===== src/logic/drdma_cfg.svh =====
`ifndef DRDMA_CFG_SVH
`define DRDMA_CFG_SVH
`define DRDMA_CLK_PERIOD_NS 20
`define DRDMA_WINDOW_NS 1000000000
`define DRDMA_DESC_STRIDE 32'h00000020
`define DRDMA_PTR_RST 32'h00000000
`define DRDMA_SEL_ENG_NEXT 3'h0
`define DRDMA_SEL_SOFTWARE_NEXT_DESC_POINTER 3'h1
`define DRDMA_SEL_COMPLETED 3'h2
`define DRDMA_SEL_RING_BASE 3'h3
`define DRDMA_SEL_RING_LAST 3'h4
`define DRDMA_ST_DONE 0
`define DRDMA_ST_ERR 1
`define DRDMA_ST_SHORT 2
`define DRDMA_ST_START 3
`define DRDMA_ST_END 4
`define DRDMA_ST_USER_LSB 8
`define DRDMA_ST_USER_MSB 15
`define DRDMA_ST_LEN_LSB 16
`define DRDMA_ST_LEN_MSB 31
`endif


===== src/logic/drdma_pkg.sv =====
`default_nettype none
package drdma_pkg;
   typedef enum logic [3:0] {
      ST_IDLE  = 4'h1,
      ST_FETCH = 4'h2,
      ST_XFER  = 4'h4,
      ST_WBACK = 4'h8
   } drdma_state_t;
endpackage : drdma_pkg
`default_nettype wire


===== src/logic/drdma_ctrl.sv =====
`timescale 1ns/1ps
`default_nettype none
`include "drdma_cfg.svh"
module drdma_ctrl
   import drdma_pkg::*;
#(
   parameter int NCH = 4,
   parameter int NTX = 2,
   parameter int AW  = 32,
   parameter int CW  = 8,
   parameter int WINDOW_CYCLES = `DRDMA_WINDOW_NS / `DRDMA_CLK_PERIOD_NS
) (
   input  wire logic                   clk,
   input  wire logic                   reset,
   input  wire logic [NCH-1:0]         chanEnable,
   input  wire logic                   intEnableWr,
   input  wire logic [NCH-1:0]         intEnableData,
   input  wire logic [CW-1:0]          coalesceN,
   input  wire logic                   ptrWrEn,
   input  wire logic [1:0]             ptrWrChan,
   input  wire logic [2:0]             ptrWrSel,
   input  wire logic [AW-1:0]          ptrWrData,
   input  wire logic                   descFetchAck,
   input  wire logic [15:0]            descLen,
   input  wire logic                   descStart,
   input  wire logic                   descEnd,
   input  wire logic                   descIrq,
   input  wire logic [7:0]             descUserCtl,
   input  wire logic                   bufDone,
   input  wire logic [15:0]            bufCount,
   input  wire logic                   bufErr,
   input  wire logic                   bufStart,
   input  wire logic                   bufEnd,
   input  wire logic [7:0]             bufUserStatus,
   input  wire logic                   wbReady,
   input  wire logic                   epTxBusy,
   input  wire logic                   epRxBusy,
   output logic [NCH-1:0][AW-1:0]      completedPtr_q,
   output logic [NCH-1:0][AW-1:0]      engNextPtr_q,
   output logic [NCH-1:0][AW-1:0]      swNextPtr_q,
   output logic [NCH-1:0]              intEnabled_q,
   output logic [NCH-1:0]              irqPulse_q,
   output logic                        descFetchReq_q,
   output logic [AW-1:0]               descFetchAddr_q,
   output logic [1:0]                  chan_q,
   output logic                        bufReq_q,
   output logic [15:0]                 bufLen_q,
   output logic                        xferStart_q,
   output logic                        xferEnd_q,
   output logic [7:0]                  xferUserCtl_q,
   output logic                        wbValid_q,
   output logic [AW-1:0]               wbAddr_q,
   output logic [31:0]                 wbStatus_q,
   output logic [NCH-1:0][31:0]        activeNs_q,
   output logic [NCH-1:0][31:0]        waitNs_q,
   output logic [31:0]                 epTxUtil_q,
   output logic [31:0]                 epRxUtil_q
);
   localparam logic [31:0] NS_STEP = 32'(`DRDMA_CLK_PERIOD_NS);

   function automatic logic [AW-1:0] nextDesc(input logic [AW-1:0] a,
                                              input logic [AW-1:0] b,
                                              input logic [AW-1:0] l);
      nextDesc = (a == l) ? b : a + AW'(`DRDMA_DESC_STRIDE);
   endfunction : nextDesc

   function automatic logic [1:0] pickChan(input logic [NCH-1:0] rdy,
                                           input logic [1:0] last);
      logic [1:0] c;
      c = last;
      pickChan = last;
      for (int i = NCH; i >= 1; i--) begin
         c = 2'(int'(last) + i);
         if (rdy[c]) pickChan = c;
      end
   endfunction : pickChan

   drdma_state_t           state_q;
   logic [NCH-1:0][AW-1:0] ringBase_q, ringLast_q;
   logic [NCH-1:0][CW-1:0] coalCnt_q;
   logic [NCH-1:0][31:0]   activeAcc_q, waitAcc_q;
   logic [NCH-1:0]         inPkt_q, ready, swWr, chanBusy, chanWait;
   logic [15:0]            dLen_q;
   logic                   dIrq_q;
   logic [31:0]            stat_q, statWord, winCnt_q, txAcc_q, rxAcc_q;
   logic                   wb1Valid_q;
   logic [AW-1:0]          wb1Addr_q;
   logic [31:0]            wb1Status_q;
   logic                   isTx, shortHit, frameErr, wbPush, wbPop, tick, irqHit;
   logic [CW-1:0]          coalNext;

   for (genvar g = 0; g < NCH; g++) begin : g_dec
      assign ready[g] = chanEnable[g] && (engNextPtr_q[g] != swNextPtr_q[g]);
      assign swWr[g] = ptrWrEn && (ptrWrChan == 2'(g));
      assign chanBusy[g] = (state_q != ST_IDLE) && (chan_q == 2'(g));
      assign chanWait[g] = chanEnable[g] && !ready[g] && !chanBusy[g];
   end

   assign isTx = int'(chan_q) < NTX;
   assign shortHit = isTx && (bufCount < dLen_q);
   assign frameErr = isTx && (inPkt_q[chan_q] == xferStart_q);
   assign wbPush = (state_q == ST_WBACK) && !wb1Valid_q;
   assign wbPop = wbValid_q && wbReady;
   assign tick = winCnt_q == 32'(WINDOW_CYCLES - 1);
   assign coalNext = coalCnt_q[chan_q] + CW'(1);
   assign irqHit = dIrq_q || ((coalesceN != '0) && (coalNext >= coalesceN));

   always_comb begin
      statWord = '0;
      statWord[`DRDMA_ST_DONE] = 1'b1;
      statWord[`DRDMA_ST_ERR] = bufErr || frameErr;
      statWord[`DRDMA_ST_SHORT] = shortHit;
      statWord[`DRDMA_ST_START] = isTx ? xferStart_q : bufStart;
      statWord[`DRDMA_ST_END] = isTx ? xferEnd_q : bufEnd;
      statWord[`DRDMA_ST_USER_MSB:`DRDMA_ST_USER_LSB] = isTx ? 8'h00 : bufUserStatus;
      statWord[`DRDMA_ST_LEN_MSB:`DRDMA_ST_LEN_LSB] = bufCount;
   end

   // Descriptor sequencer shared by all rings; round robin keeps any ring from starving.
   always_ff @(posedge clk or posedge reset) begin
      if (reset) begin
         state_q <= ST_IDLE;
         chan_q <= 2'h0;
         descFetchReq_q <= 1'b0;
         descFetchAddr_q <= '0;
         bufReq_q <= 1'b0;
         bufLen_q <= 16'h0000;
         xferStart_q <= 1'b0;
         xferEnd_q <= 1'b0;
         xferUserCtl_q <= 8'h00;
         dLen_q <= 16'h0000;
         dIrq_q <= 1'b0;
         stat_q <= 32'h00000000;
      end else begin
         case (state_q)
            ST_IDLE: if (|ready) begin
               chan_q <= pickChan(ready, chan_q);
               descFetchAddr_q <= engNextPtr_q[pickChan(ready, chan_q)];
               descFetchReq_q <= 1'b1;
               state_q <= ST_FETCH;
            end
            ST_FETCH: if (descFetchAck) begin
               descFetchReq_q <= 1'b0;
               dLen_q <= descLen;
               dIrq_q <= descIrq;
               bufReq_q <= 1'b1;
               bufLen_q <= descLen;
               xferStart_q <= descStart;
               xferEnd_q <= descEnd;
               xferUserCtl_q <= descUserCtl;
               state_q <= ST_XFER;
            end
            ST_XFER: if (bufDone) begin
               bufReq_q <= 1'b0;
               stat_q <= statWord;
               state_q <= ST_WBACK;
            end
            ST_WBACK: if (wbPush) begin
               state_q <= ST_IDLE;
            end
            default: state_q <= ST_IDLE;
         endcase
      end
   end

   // Software pointer writes come first; the engine only moves its own pointers.
   always_ff @(posedge clk or posedge reset) begin
      if (reset) begin
         completedPtr_q <= '0;
         engNextPtr_q <= '0;
         swNextPtr_q <= '0;
         ringBase_q <= '0;
         ringLast_q <= '0;
      end else begin
         for (int c = 0; c < NCH; c++) begin
            if (swWr[c] && ptrWrSel == `DRDMA_SEL_SOFTWARE_NEXT_DESC_POINTER) swNextPtr_q[c] <= ptrWrData;
            if (swWr[c] && ptrWrSel == `DRDMA_SEL_RING_BASE) ringBase_q[c] <= ptrWrData;
            if (swWr[c] && ptrWrSel == `DRDMA_SEL_RING_LAST) ringLast_q[c] <= ptrWrData;
            if (swWr[c] && ptrWrSel == `DRDMA_SEL_ENG_NEXT) begin
               engNextPtr_q[c] <= ptrWrData;
            end else if (wbPush && chan_q == 2'(c)) begin
               engNextPtr_q[c] <= nextDesc(descFetchAddr_q, ringBase_q[c],
                                           ringLast_q[c]);
            end
            if (swWr[c] && ptrWrSel == `DRDMA_SEL_COMPLETED) begin
               completedPtr_q[c] <= AW'(`DRDMA_PTR_RST);
            end else if (wbPush && chan_q == 2'(c)) begin
               completedPtr_q[c] <= descFetchAddr_q;
            end
         end
      end
   end

   // Packet framing, coalescing and interrupt enables.
   always_ff @(posedge clk or posedge reset) begin
      if (reset) begin
         inPkt_q <= '0;
         coalCnt_q <= '0;
         irqPulse_q <= '0;
         intEnabled_q <= '0;
      end else begin
         irqPulse_q <= '0;
         if (intEnableWr) intEnabled_q <= intEnableData;
         if (wbPush) begin
            if (isTx) inPkt_q[chan_q] <= !xferEnd_q;
            coalCnt_q[chan_q] <= irqHit ? '0 : coalNext;
            irqPulse_q[chan_q] <= irqHit && intEnabled_q[chan_q];
         end
      end
   end

   // Two-entry writeback buffer; a full buffer holds the sequencer in writeback.
   always_ff @(posedge clk or posedge reset) begin
      if (reset) begin
         wbValid_q <= 1'b0;
         wbAddr_q <= '0;
         wbStatus_q <= 32'h00000000;
         wb1Valid_q <= 1'b0;
         wb1Addr_q <= '0;
         wb1Status_q <= 32'h00000000;
      end else if (wbPop && (wbPush || !wb1Valid_q)) begin
         wbValid_q <= wbPush;
         wbAddr_q <= descFetchAddr_q;
         wbStatus_q <= stat_q;
      end else if (wbPop) begin
         wbAddr_q <= wb1Addr_q;
         wbStatus_q <= wb1Status_q;
         wb1Valid_q <= 1'b0;
      end else if (wbPush && !wbValid_q) begin
         wbValid_q <= 1'b1;
         wbAddr_q <= descFetchAddr_q;
         wbStatus_q <= stat_q;
      end else if (wbPush) begin
         wb1Valid_q <= 1'b1;
         wb1Addr_q <= descFetchAddr_q;
         wb1Status_q <= stat_q;
      end
   end

   // One-second statistics; figures latch at the window end and hold for a second.
   always_ff @(posedge clk or posedge reset) begin
      if (reset) begin
         winCnt_q <= 32'h00000000;
         activeAcc_q <= '0;
         waitAcc_q <= '0;
         activeNs_q <= '0;
         waitNs_q <= '0;
         txAcc_q <= 32'h00000000;
         rxAcc_q <= 32'h00000000;
         epTxUtil_q <= 32'h00000000;
         epRxUtil_q <= 32'h00000000;
      end else begin
         winCnt_q <= tick ? 32'h00000000 : winCnt_q + 32'h00000001;
         for (int c = 0; c < NCH; c++) begin
            activeAcc_q[c] <= tick ? 32'h0 : activeAcc_q[c] + (chanBusy[c] ? NS_STEP : 32'h0);
            waitAcc_q[c] <= tick ? 32'h0 : waitAcc_q[c] + (chanWait[c] ? NS_STEP : 32'h0);
            if (tick) activeNs_q[c] <= activeAcc_q[c] + (chanBusy[c] ? NS_STEP : 32'h0);
            if (tick) waitNs_q[c] <= waitAcc_q[c] + (chanWait[c] ? NS_STEP : 32'h0);
         end
         txAcc_q <= tick ? 32'h0 : txAcc_q + {31'h0, epTxBusy};
         rxAcc_q <= tick ? 32'h0 : rxAcc_q + {31'h0, epRxBusy};
         if (tick) epTxUtil_q <= txAcc_q + {31'h0, epTxBusy};
         if (tick) epRxUtil_q <= rxAcc_q + {31'h0, epRxBusy};
      end
   end
endmodule : drdma_ctrl
`default_nettype wire


===== config.mk =====
export PLATFORM = sky130hd
export DESIGN_NAME = drdma_ctrl
export DESIGN_NICKNAME = d
export VERILOG_FILES = /design/src/logic/drdma_pkg.sv /design/src/logic/drdma_ctrl.sv
export VERILOG_INCLUDE_DIRS = /design/src /design/src/logic
export SDC_FILE = /design/constraint.sdc
export NUM_CORES = 2
export LEC_CHECK = 0
export BUFFER_PORTS_ARGS = -buffer_cell sky130_fd_sc_hd__buf_2
export CORE_ASPECT_RATIO = 1.4
export CORE_MARGIN = 2
export CORE_UTILIZATION = 30
export DETAILED_ROUTE_END_ITERATION = 16
export GPL_ROUTABILITY_DRIVEN = 0
export PLACE_DENSITY_LB_ADDON = 0.15
export SLEW_MARGIN = 5
export SYNTH_ARGS = -nofsm -noshare
export SYNTH_HDL_FRONTEND = slang
export SYNTH_SLANG_ARGS = --single-unit

===== constraint.sdc =====
create_clock -name clk -period 70.7 [get_ports clk]
set_clock_uncertainty 0.2 [all_clocks]
set_input_delay 14.14 -clock clk [delete_from_list [all_inputs] [get_ports clk]]
set_output_delay 14.14 -clock clk [all_outputs]
set_load 0.02 [all_outputs]

## Word level (Yosys, flattened, before mapping)

Index checks and enable logic that the tools add are counted.

| operators by class | value |
|---|---|
| add/subtract/negate cells | 17 |
| magnitude comparators | 10 |
| equality and inequality tests | 31 |
| mux-type cells | 95 |
| bitwise operators | 4 |
| reduce and logical (&&, ||, !) cells | 95 |

Operator list:

| kind | number |
|---|---|
| 32-bit 2-to-1 mux | 38 |
| 32-bit by 5-bit adder with 32-bit output | 8 |
| 32-bit equality test | 4 |
| 32-bit inequality test | 4 |
| 32-bit by 1-bit adder with 32-bit output | 2 |
| 32-bit binary-select mux with 2-bit select | 1 |
| 1-bit logical AND | 53 |
| 5-bit 2-to-1 mux | 8 |
| 32-bit by 1-bit adder with 32-bit output, second input constant | 1 |
| 32-bit by 6-bit adder with 32-bit output, second input constant | 1 |
| 32-bit bitwise mux | 1 |
| 32-bit by 26-bit equality test with 1-bit output, second input constant | 1 |
| 8-bit 2-to-1 mux | 4 |
| 2-bit nonzero test | 12 |
| 4-bit 2-to-1 mux | 5 |
| 1-bit 2-to-1 mux | 19 |
| 2-bit by 3-bit less-than comparator with 1-bit output, second input constant | 6 |
| 8-bit binary-select mux with 2-bit select | 1 |
| 8-bit demux with 2-bit select | 1 |
| 16-bit less-than comparator | 1 |
| 4-bit one-hot mux with 4 select lines | 1 |
| 1-bit binary-select mux with 2-bit select | 6 |
| 2-bit 2-to-1 mux | 6 |
| 1-bit logical NOT | 11 |
| 33 further kinds | 57 |

| storage, ports and cells | value |
|---|---|
| flip-flop bits (word level) | 1579 |
| input port bits | 116 |
| output and inout bits | 839 |
| word-level logic and storage cells | 317 |

## Depth between registers and ports, before layout

| logic depth | value |
|---|---|
| depth in word-level cells | 12 |
| mapped depth | 16 |
| mapped depth without buffers | 14 |

## Worst setup path after synthesis

OpenSTA, ideal clock, no wires.

| path | value |
|---|---|
| path type | input-to-reg |
| from | input chanEnable[2] |
| to | register waitNs_q[94] in the netlist's numbering |
| library setup time | 0.133 ns |
| arrival time | 16.204 ns |
| required time | 70.367 ns |
| path slack | 54.163 ns |
| stages | 11 |
| buffers on the path | 0 |
| path through | nor4b_1 ha_1 ha_1 a21o_1 nor2b_1 and2_1 nand2_1 or3_1 nor2_1 xnor2_1 o21ai_0 |

| on the way | value |
|---|---|
| cells in the longest elaborated chain, start to end | 6 |

Ends and longest elaborated chain:

| element | line | source |
|---|---|---|
| start, declared | drdma_ctrl.sv:15 | `input wire logic [NCH-1:0] chanEnable,` |
| 1-bit logical AND | drdma_ctrl.sv:93 | `assign ready[g] = chanEnable[g] && (engNextPtr_q[g] != swNextPtr_q[g]);` |
| 1-bit logical NOT | drdma_ctrl.sv:96 | `assign chanWait[g] = chanEnable[g] && !ready[g] && !chanBusy[g];` |
| 1-bit logical AND (*) (2 in series) | drdma_ctrl.sv:96 |  |
| 5-bit 2-to-1 mux (*) | drdma_ctrl.sv:258 | `if (tick) waitNs_q[c] <= waitAcc_q[c] + (chanWait[c] ? NS_STEP : 32'h0);` |
| 32-bit by 5-bit adder with 32-bit output (*) | drdma_ctrl.sv:258 |  |
| end signal, assigned by index | drdma_ctrl.sv:258 |  |
| end, declared | drdma_ctrl.sv:55 | `output logic [NCH-1:0][31:0] waitNs_q,` |

Every way passes the cells marked *; elsewhere a longest branch is shown, timed or not.
A chain may end at the register's enable or synchronous reset.

==> results.ini <==
[outcome]
status = complete, no violations

[clocking]
holdBufCountCts = 0
ctsResizeCount = 0
post_cts_buffers = 0
worstSkewPairLatency_ns = 0.83
numCtsBuffers = 175
clock-sinks = 1542
clock_path_buffers = 4
cts_htree_levels = 4
clock-root-buffer = clkbuf_16
path_clk_slew_ns = 0.06
cts_tree = done

[synthesis]
syn_area_sq_um = 68200
yosysSeqAreaShare_pct = 56.6
synth_warnings = 0
ys_top_cells_by_count = dfrtp_1, nor2_1, nand2_1
yosysUniqueCellTypes = 57
synthFlopType = dfrtp_1
syn_inst = 6165
yosysMostFrequentCell = dfrtp_1
netlist.area_leader.share_pct = 56.5
synth.avg_cell_area_sq_um = 11.1
synth_top_area_cell = dfrtp_1
synth_edf_count = 0
synth_area_leaders = dfrtp_1, mux2_2, xor2_1
synth_seq_cells = 1542
ys_async_sr_fraction_pct = 100

[sta]
slew_headroom_pct = 16.4
fmax_mhz = 55.6
layout_setup_ws_ns = 52.73
tightest_slew_ns = 1.25
fin_crit_ns = 17.97
rsz0062_at_grt = false
finalMaxSlewViolations = 0
hold_viol = 0
period_share_pct = 25.4
setup_violations = 0
fin_tns_setup_ns = 0

[worst_setup_path]
r2r_slack_ns = 65.13
cp_max_fo = 141
worstSetupStartpointType = primary input
critPathRequiredTime_ns = 71.35
path_class = primary input to async pin
endpoint_kind = async pin
cp.arrival_ns = 18.62

[placed_design]
post-dp-hpwl_um = 187000
placement.cell_area_sq_um = 75900
post-place-ws_ns = 51.58
numPortBuffers = 935

[job]
drv_cap = 0

[final_layout]
fin_area_sq_um = 81600
drive_gt1_share_pct = 25.9
nNetsFinal = 7168
syn_to_final_growth_pct = 19.6

[routing]
routed_wl_um = 263000
ant_nets = 0
drc = 0
drt_pass1_iterations = 7
vias_per_cell = 4.91
drt_iter0_markers = 3123
routedWlPerCell_um = 25.9
detailroute.via_count = 49900

[floorplanning]
num_rows = 207
die_area_sq_um = 231000
die_h_um = 568
initial_utilization_pct = 30.1
ioPinCount = 955
coreArea_sq_um = 227000
die_w_um = 407

[power]
total_leakage_power_nw = 39.9
ir_drop_mv = 0.0219
powerDensity_nw_per_um2 = 32.9

[global_routing]
grt_pass1_wl_um = 376000
grt_use_total_pct = 22.3
grt_pass1_vias = 50900
grt_overflow_total = 0
antenna_found_initial = 32
grt_max_degree = 241

[worst_hold_path]
hp-class = flip-flop to flip-flop

-- where the power goes --
group / switching [mW] / internal [mW] / leakage [nW]
combinational: 0.452 / 0.224 / 17.8
sequential: 0.0964 / 0.977 / 19.3
clock: 0.388 / 0.544 / 2.80
-- kinds of logic after synthesis --
logic type	count (synthesis)	share of synthesized area [%]
buffers and inverters	468	3.29
xor gates and xnor gates	599	7.69
muxes	736	11.8
and+or+nand+nor	1878	12.0
adders and majority gates	58	1.06
other	1	0.00550
DFF	1542	56.6
AOI/OAI and AO/OA	883	7.61
-- metrics by stage --
| stage | power, mW | hold slack, ns | std cells | utilization, % |
|---|---|---|---|---|
| after floorplan | 1.46 | 0.243 | 6183 | - |
| after global placement | 1.76 | 0.249 | 9847 | 33.5 |
| after detailed placement | 1.77 | 0.256 | 9847 | 33.5 |
| after CTS | 2.72 | 0.270 | 10200 | 36.0 |
| after global routing | 2.79 | 0.285 | 10200 | 36.0 |
| final | 2.68 | 0.266 | 10200 | 36.0 |
-- critical path, stage by stage --
cell and delay (ns):
buf_2 0.13, inv_8 0.52, buf_12 0.65, buf_4 0.65, buf_4 0.59, buf_4 0.86, buf_4 0.81
-- state kept, by name, summed over array words and instances, names as in the netlist, 16 cells and up --
name / flops
coalCnt_q: 32
wb1Addr_q: 32
waitAcc_q: 120
stat_q: 29
epTxUtil_q: 32
engNextPtr_q: 128
ringBase_q: 128
completedPtr_q: 128
ringLast_q: 128
rxAcc_q: 32
txAcc_q: 32
epRxUtil_q: 32
wbAddr_q: 32
descFetchAddr_q: 32
wb1Status_q: 29
activeNs_q: 120
swNextPtr_q: 128
wbStatus_q: 29
winCnt_q: 32
activeAcc_q: 120
dLen_q: 16
waitNs_q: 120
-- worst paths after layout --
kind / from / endpoint / depth (start not counted)
hold reg to reg: waitNs_q[99]$_DFFE_PP0P_ / waitNs_q[99]$_DFFE_PP0P_ / 2
setup / recovery: reset / activeNs_q[22]$_DFFE_PP0P_ / 7
setup reg to reg: chan_q[1]$_DFFE_PP0P_ / waitNs_q[62]$_DFFE_PP0P_ / 13
hold / removal: waitNs_q[99]$_DFFE_PP0P_ / waitNs_q[99]$_DFFE_PP0P_ / 2
min in group asynchronous: reset / completedPtr_q[88]$_DFFE_PP0P_ / 2
max in group clk: chanEnable[2] / waitNs_q[92]$_DFFE_PP0P_ / 12
-- cell type report --
cell class	instances	area (sq um)
clock buffers	253	5020
fillers	22900	145000
repair buffers	1045	5570
diodes	14	35.0
inverters	57	221
clock inverters	52	687
flip-flops and latches	1542	38600
multi-input cells	4173	27700
well taps	3030	3790
-- layout by cell type, fill, tap and decap left out, types with 10 or more instances in the layout --
cell type     n
a21o_1       20
a21oi_1     294
a22o_1      129
a31oi_1      11
and2_1       42
and3_1       65
and4_1       14
buf_2       935
buf_4       105
bufinv_16    14
clkbuf_1     44
clkbuf_16   176
clkbuf_8     33
clkinv_2     25
conb_1       19
dfrtp_1    1541
diode_2      14
ha_1         58
inv_1        56
mux2_2      472
mux2i_1     255
nand2_1     683
nand3_1     126
nand4_1      88
nor2_1      692
nor2_4       10
nor2b_1      11
nor3_1       29
nor3b_1      11
nor4_1       43
o21ai_0     345
o21ai_1      16
o221ai_1     32
o31ai_1      20
xnor2_1     281
xor2_1      318
-- per-layer routing --
metal / part of all wire, % / global-route usage, % / up-vias
met5: 0.032 / 0 / -
met3: 7.7 / 5.79 / 402
li1: - / - / 22600
met2: 47 / 36.9 / 1600
met4: 4.7 / 9.61 / 12
met1: 41 / 27.4 / 25300
Power figures use the tool's default switching activity.
